## config.mk

```make
export PLATFORM = sky130hd
export DESIGN_NAME = event_timer
export DESIGN_NICKNAME = d
export VERILOG_FILES = /design/src/event_timer_pkg.sv /design/src/event_timer.sv
export SDC_FILE = /design/constraint.sdc
export NUM_CORES = 1
export LEC_CHECK = 0
export BUFFER_PORTS_ARGS = -buffer_cell sky130_fd_sc_hd__buf_2
export CORE_MARGIN = 5
export CORE_UTILIZATION = 53
export CTS_CLUSTER_DIAMETER = 120
export DETAILED_ROUTE_END_ITERATION = 10
export HOLD_SLACK_MARGIN = 0.12
export PLACE_DENSITY = 0.85
export REMOVE_ABC_BUFFERS = 1
export SYNTH_ARGS = -nofsm -noshare
export SYNTH_HDL_FRONTEND = slang
export SYNTH_SLANG_ARGS = --single-unit
```

## constraint.sdc

```tcl
create_clock -name aclk -period 2.9 [get_ports aclk]
set_input_delay 0.145 -clock aclk [delete_from_list [all_inputs] [get_ports aclk]]
set_output_delay 0.145 -clock aclk [all_outputs]
set_load 0.01 [all_outputs]
```

## src/event_timer_pkg.sv

```systemverilog
// Functional notes
// [RULE_01] Timer and pulse modes count system clock/4
// [RULE_02] Event mode counts selected edge of input
// [RULE_03] Overflow past FFFFH reloads preload, raises request
// [RULE_04] Stopped: preload write also loads count
// [RULE_05] Running: new preload waits for next overflow
// [RULE_06] Low byte write goes to holding buffer
// [RULE_07] High byte write moves buffer into low
// [RULE_08] High read latches low; low read returns latch
// [RULE_09] Software writes low byte before high byte
// [RULE_10] Mode bits: 10 timer, 01 event, 11 pulse
// [RULE_11] Run enable bit 4 starts and stops counting
// [RULE_12] Edge sense bit 3 picks edge or level
// [RULE_13] Timer mode increments on each prescaler tick; the code skips ticks while power_down is high
// [RULE_14] Overflow request gated by interrupt enable bit
// [RULE_15] Event counting continues during power down
// [RULE_16] Pulse, sense low: count while pin low
// [RULE_17] Pulse, sense high: count while pin high
// [RULE_18] Outside pulse mode only software clears run
// [RULE_19] After measurement, hold count until rerun
// [RULE_20] Software selects mode and sets pin input
// [RULE_21] Input pin synchronised before edge detection
package event_timer_pkg;

  localparam int          AXI_ADDR_W   = 8;
  localparam logic [7:0]  OFS_LOW      = 8'h00;
  localparam logic [7:0]  OFS_HIGH     = 8'h04;
  localparam logic [7:0]  OFS_CTRL     = 8'h08;
  localparam logic [7:0]  OFS_IRQ_EN   = 8'h0c;

  localparam int          BIT_MODE_HI  = 7;
  localparam int          BIT_MODE_LO  = 6;
  localparam int          BIT_RUN      = 4;
  localparam int          BIT_EDGE     = 3;
  localparam int          BIT_IRQ_EN   = 0;

  localparam int          PRESCALE_DIV = 4;
  localparam logic [1:0]  PRESCALE_LAST = 2'(PRESCALE_DIV - 1);
  localparam logic [15:0] COUNT_FULL   = 16'hffff;
  localparam logic [15:0] COUNT_RST    = 16'h0000;
  localparam logic [7:0]  CTRL_RST     = 8'h00;

  localparam logic [1:0]  RESP_OKAY    = 2'b00;
  localparam logic [1:0]  RESP_SLVERR  = 2'b10;

  typedef enum logic [1:0] {
    MODE_NONE  = 2'b00,
    MODE_EVENT = 2'b01,
    MODE_TIMER = 2'b10,
    MODE_PULSE = 2'b11
  } mode_t;

  typedef enum logic {
    PW_WAIT = 1'b0,
    PW_MEAS = 1'b1
  } pw_state_t;

endpackage : event_timer_pkg

```

## src/event_timer.sv

```systemverilog
// The AXI4-Lite register port and the placing of the registers were left to the implementer.
`timescale 1ns/10ps
`default_nettype none
module event_timer (
  input  wire logic                                  aclk,
  input  wire logic                                  aresetn,
  input  wire logic [event_timer_pkg::AXI_ADDR_W-1:0] s_axi_awaddr,
  input  wire logic [2:0]                            s_axi_awprot,
  input  wire logic                                  s_axi_awvalid,
  output logic                                       s_axi_awready,
  input  wire logic [31:0]                           s_axi_wdata,
  input  wire logic [3:0]                            s_axi_wstrb,
  input  wire logic                                  s_axi_wvalid,
  output logic                                       s_axi_wready,
  output logic [1:0]                                 s_axi_bresp,
  output logic                                       s_axi_bvalid,
  input  wire logic                                  s_axi_bready,
  input  wire logic [event_timer_pkg::AXI_ADDR_W-1:0] s_axi_araddr,
  input  wire logic [2:0]                            s_axi_arprot,
  input  wire logic                                  s_axi_arvalid,
  output logic                                       s_axi_arready,
  output logic [31:0]                                s_axi_rdata,
  output logic [1:0]                                 s_axi_rresp,
  output logic                                       s_axi_rvalid,
  input  wire logic                                  s_axi_rready,
  input  wire logic                                  event_input_pin,
  input  wire logic                                  power_down,
  output logic                                       overflow_irq
);

  typedef struct packed {
    logic                       sync1;
    logic                       sync2;
    logic                       pin_prev;
    logic [1:0]                 div;
    logic [15:0]                count;
    logic [15:0]                preload;
    logic [7:0]                 low_buf;
    event_timer_pkg::mode_t     mode;
    logic                       run_enable;
    logic                       edge_sense_bit;
    logic                       overflow_irq_mask;
    event_timer_pkg::pw_state_t pw_st;
    logic                       ovf;
    logic                       irq;
    logic                       aw_have;
    logic [7:0]                 awaddr;
    logic                       w_have;
    logic [7:0]                 wdata;
    logic                       wstrb0;
    logic                       bvalid;
    logic [1:0]                 bresp;
    logic                       rvalid;
    logic [7:0]                 rdata;
    logic [1:0]                 rresp;
  } state_t;

  state_t st_r;
  state_t st_nxt;

  logic       tick;
  logic       pin_rise;
  logic       pin_fall;
  logic       start_edge;
  logic       back_level;
  logic       inc;
  logic       do_wr;
  logic       wr_lo;
  logic       wr_hi;
  logic       wr_ctrl;
  logic       wr_mask;
  logic       rd_take;
  logic       rd_hi;

  function automatic logic reg_hit(input logic [7:0] a,
                                   input logic [7:0] ofs);
    reg_hit = (a[7:2] == ofs[7:2]);
  endfunction : reg_hit

  function automatic logic reg_mapped(input logic [7:0] a);
    reg_mapped = reg_hit(a, event_timer_pkg::OFS_LOW)
               | reg_hit(a, event_timer_pkg::OFS_HIGH)
               | reg_hit(a, event_timer_pkg::OFS_CTRL)
               | reg_hit(a, event_timer_pkg::OFS_IRQ_EN);
  endfunction : reg_mapped

  assign s_axi_awready = ~st_r.aw_have;
  assign s_axi_wready  = ~st_r.w_have;
  assign s_axi_arready = ~st_r.rvalid;
  assign s_axi_bvalid  = st_r.bvalid;
  assign s_axi_bresp   = st_r.bresp;
  assign s_axi_rvalid  = st_r.rvalid;
  assign s_axi_rresp   = st_r.rresp;
  assign s_axi_rdata   = {24'h000000, st_r.rdata};
  assign overflow_irq  = st_r.irq;

  always_comb begin
    st_nxt     = st_r;
    st_nxt.ovf = 1'b0;
    st_nxt.irq = 1'b0;

    // Two-flop synchroniser; only the second stage feeds edge logic
    st_nxt.sync1    = event_input_pin; // RULE_21
    st_nxt.sync2    = st_r.sync1;
    st_nxt.pin_prev = st_r.sync2;
    pin_rise = st_r.sync2 & ~st_r.pin_prev;
    pin_fall = ~st_r.sync2 & st_r.pin_prev;

    // Free-running prescaler; tick marks the falling edge of clk/4
    st_nxt.div = st_r.div + 2'h1; // RULE_01
    tick = (st_r.div == event_timer_pkg::PRESCALE_LAST); // RULE_13

    // Sense low: falling edge starts, high level ends; high mirrors
    start_edge = st_r.edge_sense_bit ? pin_rise : pin_fall; // RULE_12
    back_level = st_r.edge_sense_bit ? ~st_r.sync2 : st_r.sync2;

    inc = 1'b0;
    case (st_r.mode) // RULE_10
      event_timer_pkg::MODE_TIMER: begin
        // Clock stops in power down, so the timer count halts; the prescaler keeps running
        inc = st_r.run_enable & tick & ~power_down; // RULE_13
      end
      event_timer_pkg::MODE_EVENT: begin
        // Pin edges count even while the processor sleeps
        inc = st_r.run_enable
            & (st_r.edge_sense_bit ? pin_fall : pin_rise); // RULE_02 RULE_15
      end
      event_timer_pkg::MODE_PULSE: begin
        if (st_r.run_enable) begin
          case (st_r.pw_st)
            event_timer_pkg::PW_WAIT: begin
              if (start_edge) begin
                st_nxt.pw_st = event_timer_pkg::PW_MEAS; // RULE_16 RULE_17
              end
            end
            event_timer_pkg::PW_MEAS: begin
              if (back_level) begin
                // Single shot: later edges ignored until rerun
                st_nxt.run_enable = 1'b0; // RULE_16 RULE_17 RULE_19
                st_nxt.pw_st      = event_timer_pkg::PW_WAIT;
              end else begin
                inc = tick & ~power_down; // RULE_01
              end
            end
            default: begin
              st_nxt.pw_st = event_timer_pkg::PW_WAIT;
            end
          endcase
        end
      end
      default: begin
        inc = 1'b0;
      end
    endcase

    if (inc) begin
      if (st_r.count == event_timer_pkg::COUNT_FULL) begin
        st_nxt.count = st_r.preload; // RULE_03 RULE_05
        st_nxt.ovf   = 1'b1; // RULE_03
        st_nxt.irq   = st_r.overflow_irq_mask; // RULE_14
      end else begin
        st_nxt.count = st_r.count + 16'h0001;
      end
    end

    // Write channel: address and data taken in either order
    if (s_axi_awvalid && !st_r.aw_have) begin
      st_nxt.aw_have = 1'b1;
      st_nxt.awaddr  = s_axi_awaddr;
    end
    if (s_axi_wvalid && !st_r.w_have) begin
      st_nxt.w_have = 1'b1;
      st_nxt.wdata  = s_axi_wdata[7:0];
      st_nxt.wstrb0 = s_axi_wstrb[0];
    end
    do_wr   = st_r.aw_have & st_r.w_have & ~st_r.bvalid;
    wr_lo   = do_wr & st_r.wstrb0
            & reg_hit(st_r.awaddr, event_timer_pkg::OFS_LOW);
    wr_hi   = do_wr & st_r.wstrb0
            & reg_hit(st_r.awaddr, event_timer_pkg::OFS_HIGH);
    wr_ctrl = do_wr & st_r.wstrb0
            & reg_hit(st_r.awaddr, event_timer_pkg::OFS_CTRL);
    wr_mask = do_wr & st_r.wstrb0
            & reg_hit(st_r.awaddr, event_timer_pkg::OFS_IRQ_EN);

    // Read channel; high byte read snapshots the live low byte
    rd_take = s_axi_arvalid & ~st_r.rvalid;
    rd_hi   = rd_take & reg_hit(s_axi_araddr, event_timer_pkg::OFS_HIGH);
    if (rd_hi) begin
      st_nxt.low_buf = st_r.count[7:0]; // RULE_08
    end
    if (rd_take) begin
      st_nxt.rvalid = 1'b1;
      st_nxt.rresp  = reg_mapped(s_axi_araddr) ?
                      event_timer_pkg::RESP_OKAY :
                      event_timer_pkg::RESP_SLVERR;
      st_nxt.rdata  = 8'h00;
      if (reg_hit(s_axi_araddr, event_timer_pkg::OFS_LOW)) begin
        st_nxt.rdata = st_r.low_buf; // RULE_08
      end else if (reg_hit(s_axi_araddr, event_timer_pkg::OFS_HIGH)) begin
        st_nxt.rdata = st_r.count[15:8];
      end else if (reg_hit(s_axi_araddr, event_timer_pkg::OFS_CTRL)) begin
        st_nxt.rdata[event_timer_pkg::BIT_MODE_HI] = st_r.mode[1];
        st_nxt.rdata[event_timer_pkg::BIT_MODE_LO] = st_r.mode[0];
        st_nxt.rdata[event_timer_pkg::BIT_RUN]     = st_r.run_enable;
        st_nxt.rdata[event_timer_pkg::BIT_EDGE]    = st_r.edge_sense_bit;
      end else if (reg_hit(s_axi_araddr, event_timer_pkg::OFS_IRQ_EN)) begin
        st_nxt.rdata[event_timer_pkg::BIT_IRQ_EN] = st_r.overflow_irq_mask;
      end
    end else if (st_r.rvalid && s_axi_rready) begin
      st_nxt.rvalid = 1'b0;
    end

    if (wr_lo) begin
      // Low byte parks in the buffer; a pending high read loses
      st_nxt.low_buf = st_r.wdata; // RULE_06
    end
    if (wr_hi) begin
      st_nxt.preload = {st_r.wdata, st_r.low_buf}; // RULE_07
      if (!st_r.run_enable) begin
        st_nxt.count = {st_r.wdata, st_r.low_buf}; // RULE_04
      end
    end
    if (wr_ctrl) begin // RULE_18
      // Software write overrides a same-cycle hardware stop
      st_nxt.mode           = event_timer_pkg::mode_t'(
        {st_r.wdata[event_timer_pkg::BIT_MODE_HI],
         st_r.wdata[event_timer_pkg::BIT_MODE_LO]}); // RULE_10
      st_nxt.run_enable     = st_r.wdata[event_timer_pkg::BIT_RUN]; // RULE_11
      st_nxt.edge_sense_bit = st_r.wdata[event_timer_pkg::BIT_EDGE]; // RULE_12
      st_nxt.pw_st          = event_timer_pkg::PW_WAIT;
    end
    if (wr_mask) begin
      st_nxt.overflow_irq_mask =
        st_r.wdata[event_timer_pkg::BIT_IRQ_EN]; // RULE_14
    end
    if (do_wr) begin
      st_nxt.aw_have = 1'b0;
      st_nxt.w_have  = 1'b0;
      st_nxt.bvalid  = 1'b1;
      st_nxt.bresp   = reg_mapped(st_r.awaddr) ?
                       event_timer_pkg::RESP_OKAY :
                       event_timer_pkg::RESP_SLVERR;
    end else if (st_r.bvalid && s_axi_bready) begin
      st_nxt.bvalid = 1'b0;
    end
  end

  always_ff @(posedge aclk) begin
    if (!aresetn) begin
      st_r                   <= '0;
      st_r.count             <= event_timer_pkg::COUNT_RST;
      st_r.preload           <= event_timer_pkg::COUNT_RST;
      st_r.mode              <= event_timer_pkg::mode_t'(
        {event_timer_pkg::CTRL_RST[event_timer_pkg::BIT_MODE_HI],
         event_timer_pkg::CTRL_RST[event_timer_pkg::BIT_MODE_LO]});
      st_r.run_enable        <=
        event_timer_pkg::CTRL_RST[event_timer_pkg::BIT_RUN];
      st_r.edge_sense_bit    <=
        event_timer_pkg::CTRL_RST[event_timer_pkg::BIT_EDGE];
    end else begin
      st_r <= st_nxt;
    end
  end
endmodule : event_timer
`default_nettype wire

```

==> results of run 1 <==
==> critical path, delay by kind of cell, from the launching register on <==
family	cells	cell delay (ps)
muxes	1	350
DFF	1	450
AOI/OAI and AO/OA	2	230
adders and majority gates	1	270
and+or+nand+nor	2	890
==> registers in the layout, summed over array words and instances (netlist names) <==
register      cells
overflow_irq      1
s_axi_bresp       1
s_axi_bvalid      1
s_axi_rdata       8
s_axi_rresp       1
s_axi_rvalid      1
st_nxt            2
st_r             66
==> report_power, final <==
part / internal, mW / switching, mW
logic: 0.0716 / 0.0918
registers: 1.14 / 0.0280
clock network: 0.492 / 0.430
total: 1.70 / 0.550
==> cell usage after synthesis, types with 3 or more instances <==
cell and instances:
buf_2 5, a22oi_1 5, nor2b_1 3, buf_4 39, mux2i_1 23, buf_1 6, nor4_2 4, inv_1 12
clkbuf_2 4, nand4_1 3, o21ai_0 18, clkbuf_1 11, or4_1 3, nor3_1 12, a211oi_2 8, or3_1 3
and2_1 5, buf_6 5, nand2_1 78, nor4_1 4, o211ai_1 4, nand3_1 16, a31oi_1 7, a211oi_1 6
dfxtp_1 81, and3_1 4, nand3b_1 3, nor2_1 58, a222oi_1 3, a21oi_1 41
==> metal layers <==
metal | GRT usage [%] | share of wire, % | vias to the layer above
li1 | - | - | 1807
met1 | 27.5 | 42 | 1654
met2 | 33.3 | 45 | 182
met3 | 5.02 | 9.8 | 22
met4 | 8.82 | 2.6 | 0
met5 | 0 | 0 | -
==> area by class of cell <==
| cell class | instances | area [um^2] | area share (%) |
|---|---|---|---|
| clock inverters | 7 | 98.8 | 2.13 |
| repair buffers | 71 | 473 | 10.2 |
| inverters | 13 | 48.8 | 1.05 |
| flip-flops and latches | 81 | 1620 | 34.9 |
| clock buffers | 9 | 124 | 2.67 |
| multi-input cells | 373 | 2150 | 46.3 |
| well taps | 102 | 128 | 2.75 |
==> worst max-delay path by stage <==
stage	slack [ps]	end
after floorplan	880	st_r[67]
after global placement	670	st_r[67]
after detailed placement	630	st_r[67]
after CTS	610	st_r[67]
after global routing	450	st_r[67]
final	570	st_r[67]
==> cells by family (layout without fill, tap and decap cells) <==
| kind of cell | count (synthesis) | count (layout) |
|---|---|---|
| flops | 81 | 81 |
| compound gates | 109 | 109 |
| simple gates | 211 | 211 |
| buf+inv | 84 | 100 |
| fa+ha+maj | 2 | 2 |
| xor+xnor | 1 | 1 |
| other cells | 1 | 26 |
| mux | 24 | 24 |
==> timing repair <==
action,CTS,global route
hold endpoints to repair,20,0
hold buffers,21,0
buffers inserted,0,0
==> flow_metrics.py, run 1 <==
metrics = {
    "status": {
        "status": "finished clean",
    },
    "placement": {
        "placed_cells": 619,
        "portBuffers": 45,
        "dp_slack_ps": 630,
        "hpwl_um": 6960,
        "dpl_cell_area_um2": 4210,
        "place_congestion": 0.946,
    },
    "power": {
        "ir_drop_mv": 0.230,
        "power.density_nw_per_um2": 485,
        "leakage_nw": 1.77,
        "total_power_mw": 2.25,
    },
    "synthesis": {
        "syn_inst": 513,
        "yosys_warnings": 0,
        "synth_top_area_share_pct": 38.6,
        "synthDistinctLibCells": 64,
        "synth_compound_area_share_pct": 17.3,
        "synth_xor_area_share_pct": 0.208,
        "synthMuxAreaShare_pct": 5.84,
        "synthAdderAreaFrac_pct": 0.596,
        "netlist_area_um2": 4200,
        "synthArstFlopShare_pct": 0,
        "synth-edff-count": 0,
        "yosysSeqAreaShare_pct": 38.6,
        "ys_top_cells_by_area": "dfxtp_1 39%, buf_4 7.0%, nand2_1 7.0%",
        "synthFlopType": "dfxtp_1",
        "synth-simple-area-share_pct": 24.8,
        "ys_seq_elements": 81,
        "yosysTopAreaCell": "dfxtp_1",
        "syn_area_per_cell_um2": 8.19,
        "synth_top_family_by_area": "simple AND/OR/NAND/NOR gates",
    },
    "route": {
        "vias_per_cell": 5.59,
        "remaining_drc_errors": 0,
        "ant_nets": 0,
        "vias": 3665,
        "drtIter0Drc": 339,
        "drt-total-wl_um": 10200,
        "wl_per_cell_um": 15.5,
        "first_pass_iters": 5,
    },
    "timing": {
        "tightest_slew_ps": 819,
        "post-route-period-util_pct": 80.3,
        "drv_slew": 0,
        "setup-tns-final_ps": 0,
        "max_freq_ghz": 0.430,
        "rsz0062_at_grt": "false",
        "finalCriticalPeriod_ps": 2330,
        "finalHoldViolations": 0,
        "relSlewSlack_pct": 44.9,
        "fin_ws_ps": 572,
        "holdWs_ps": 233,
        "setup_viol": 0,
        "final.setup_skew_ps": 9.42,
    },
    "global_route": {
        "gr-total-overflow": 0,
        "first_global_vias": 3465,
        "track_usage_pct": 21.0,
        "grt_max_degree": 27,
        "antenna_found_initial": 0,
        "grt_pass1_wl_um": 16600,
    },
    "clock_tree": {
        "cts-buffers-inserted": 9,
        "cts_root_buf": "clkbuf_8",
        "clk_path_buf_depth": 2,
        "cts.sinks": 81,
        "cts_tree": "done",
        "cts-resized-gates": 0,
        "clock_latency_ps": 360,
        "clk_pin_slew_ps": 90,
        "cts_max_level": 3,
    },
    "critical_path": {
        "endpoint_kind": "register",
        "path_max_fanout": 7,
        "r2r_end": "st_r[67]",
        "required_ps": 3130,
        "slowest_stage": "or4_1",
        "crit_arrival_ps": 2560,
        "reg2reg_from": "st_r[65]",
        "start_kind": "register",
        "slowest_delay_ps": 730,
        "r2r_cells": 6,
        "regToRegSetupSlack_ps": 570,
        "cp_cell_sequence": "ha_1, nand3_1, or4_1, mux2_4, o221ai_1, a21oi_1",
        "critical_path_class": "reg2reg",
        "critPathLaunch": "st_r[65]",
    },
    "floorplanning": {
        "row_count": 32,
        "die_x_um": 99.0,
        "core_um2": 7730,
        "dieArea_um2": 9810,
        "ioPinCount": 109,
        "dieHeight_um": 99.0,
        "initial_core_util_pct": 54.4,
    },
    "hold_path": {
        "whs_endpoint": "st_r[81]",
        "min_path_type": "in2reg",
        "whs_path_depth": 3,
        "worstHoldStart": "aresetn",
    },
    "flow_run": {
        "drv_cap": 0,
    },
    "layout": {
        "nets": 618,
        "mostFrequentLayoutCell": "dfxtp_1",
        "layout_common_cells": "81 x dfxtp_1, 78 x nand2_1, 58 x nor2_1, 45 x buf_2, 41 x a21oi_1",
        "drive_above_1_share_pct": 16.4,
        "antenna_cells": 0,
        "area_growth_syn_to_layout_pct": 10.5,
        "fin_area_um2": 4640,
        "stdcell_count": 656,
        "utilization_pct": 60.1,
        "fillers": 674,
    },
}
Note: power is estimated with default switching activity, not from simulation.
==> run 2: changes to the inputs <==
- ABC_AREA: unset -> 1
- CORE_UTILIZATION: 53 -> 48
- PLACE_DENSITY: 0.85 -> 0.81
- clock period: 2.9 -> 2.1 ns (I/O delays scaled with it)
==> run 2 against run 1 <==
Final cell count grew 20%. Clock skew shrank 1.9 ps. Flip-flop and latch count is the same. Design area grew 6.0%.
==> flow_metrics.py, run 2 <==
metrics = {
    "status": {
        "status": "finished clean",
    },
    "global_route": {
        "grt_max_degree": 34,
        "first_global_vias": 4169,
        "gr-total-overflow": 0,
        "grt_pass1_wl_um": 19600,
        "track_usage_pct": 21.4,
        "antenna_found_initial": 0,
    },
    "synthesis": {
        "yosys_warnings": 0,
        "synth-edff-count": 0,
        "yosysSeqAreaShare_pct": 37.0,
        "ys_top_cells_by_area": "dfxtp_1 37%, nand2_1 8.7%, a21oi_1 7.8%",
        "ys_top_cells_by_count": "101 x nand2_1, 81 x dfxtp_1, 68 x a21oi_1, 66 x nor2_1, 62 x inv_1",
        "synth_top_area_share_pct": 37.0,
        "yosysMostFrequentCell": "nand2_1",
        "syn_area_per_cell_um2": 7.04,
        "synthDistinctLibCells": 41,
        "syn_inst": 622,
        "yosysTopAreaCell": "dfxtp_1",
        "ys_seq_elements": 81,
        "synthFlopType": "dfxtp_1",
        "synthArstFlopShare_pct": 0,
        "netlist_area_um2": 4380,
    },
    "clock_tree": {
        "cts-buffers-inserted": 9,
        "cts_root_buf": "clkbuf_8",
        "clk_pin_slew_ps": 80,
        "clk_path_buf_depth": 2,
        "cts_max_level": 3,
        "cts.sinks": 81,
        "cts_setup_buffers": 0,
        "clock_latency_ps": 360,
        "cts_tree": "done",
    },
    "layout": {
        "largest_register": "st_r",
        "utilization_pct": 55.9,
        "largest_reg_flops": 66,
        "nets": 745,
        "drive_above_1_share_pct": 16.2,
        "mostFrequentLayoutCell": "nand2_1",
        "layout_common_cells": "101 x nand2_1, 81 x dfxtp_1, 68 x a21oi_1, 66 x nor2_1, 62 x inv_1",
        "antenna_cells": 0,
        "stdcell_count": 789,
        "area_growth_syn_to_layout_pct": 12.4,
    },
    "floorplanning": {
        "ioPinCount": 109,
        "initial_core_util_pct": 49.7,
        "row_count": 34,
        "core_um2": 8810,
        "die_x_um": 105,
        "dieArea_um2": 11100,
        "dieHeight_um": 105,
    },
    "timing": {
        "setup-tns-final_ps": 0,
        "finalCriticalPeriod_ps": 1790,
        "rsz0062_at_grt": "false",
        "finalHoldViolations": 0,
        "post-route-period-util_pct": 85.3,
        "setup_viol": 0,
        "max_freq_ghz": 0.559,
        "drv_slew": 0,
        "tightest_slew_ps": 594,
        "final.setup_skew_ps": 7.51,
        "relSlewSlack_pct": 60.2,
    },
    "flow_run": {
        "drv_cap": 0,
    },
    "route": {
        "drtIter0Drc": 440,
        "wl_met3_um": 1040,
        "vias": 4290,
        "top_layer": "met4",
        "drt-total-wl_um": 11500,
        "first_pass_iters": 6,
        "remaining_drc_errors": 0,
        "wl_per_cell_um": 14.6,
        "met1_length_um": 4650,
        "vias_per_cell": 5.44,
        "dr_wl_met2_um": 5410,
        "ant_nets": 0,
    },
    "critical_path": {
        "path_max_fanout": 7,
        "r2r_cells": 10,
        "crit_arrival_ps": 2050,
        "required_ps": 2360,
        "start_kind": "register",
        "endpoint_kind": "register",
        "critical_path_class": "reg2reg",
    },
    "placement": {
        "placed_cells": 753,
        "portBuffers": 45,
        "place_congestion": 0.965,
        "hpwl_um": 8200,
    },
    "power": {
        "total_power_mw": 3.16,
        "ir_drop_mv": 0.409,
        "power.density_nw_per_um2": 643,
        "leakage_nw": 2.08,
    },
    "hold_path": {
        "min_path_type": "in2reg",
        "whs_path_depth": 5,
    },
}
==> run 2: cell types whose count changed after synthesis, moves of 5 or more <==
cell / change
a21oi_2: +8
buf_1: -5
a211oi_2: -8
nor3_1: -8
mux2i_1: -23
inv_1: +50
a211oi_1: -6
nor2_1: +8
o21ai_1: +22
o21ai_0: +23
a21oi_1: +27
nand2_1: +23
nand3_1: +35
==> run 2: layout make-up <==
class                      instances  area, um^2
clock buffer                      11         131
clock inverter                     5        80.1
fill                             783        3880
inverter                          73         279
multi-input combinational        439        2200
sequential                        81        1620
tap                              108         135
timing repair buffer              72         478
==> run 2: cell families after synthesis <==
family,count (synthesis),share of synthesized area [%]
compound gates,155,19.3
xor+xnor,2,0.400
fa+ha+maj,2,0.572
buf+inv,127,14.9
flops,81,37.0
other cells,1,0.0857
simple gates,254,27.6
==> run 2: final timing paths <==
check / startpoint / to / slack (ps)
setup / recovery: st_r[66] / st_r[77] / 310
hold / removal: s_axi_araddr[6] / s_axi_rresp[1] / 160
setup reg to reg: st_r[66] / st_r[77] / 310
hold reg to reg: st_nxt[84] / st_nxt[83] / 420
==> run 2: layer usage <==
layer | vias up | GRT usage [%]
li1 | 2097 | -
met3 | 43 | 4.40
met1 | 1920 | 25.6
met2 | 230 | 36.5
met5 | - | 0
met4 | 0 | 10.2
==> run 2: through the flow <==
step                      hold slack [ps]  worst slack, ps  cell area, um^2
after floorplan                       198              586             4100
after global placement                291              395             4510
after detailed placement              294              376             4510
after CTS                             161              354             4920
after global routing                  214             74.1             4920
final                                 159              310             4920
==> run 2: repair_timing <==
action	4_1_cts	5_1_grt
hold buffers	20	0
hold endpoints to repair	20	0
gates resized for setup	0	0
==> run 2: worst max-delay path: stages, from the launching register on <==
cell	delay, ps
dfxtp_1	390
ha_1	230
inv_1	70
nor2_1	140
nand3_1	160
nor2_2	350
nand3_1	130
nand2_1	70
nand3_1	60
nand2_1	60
inv_1	30
==> run 2: power breakdown <==
group | internal, mW | switching, mW
sequential | 1.58 | 0.0467
clock | 0.669 | 0.580
combinational | 0.107 | 0.181
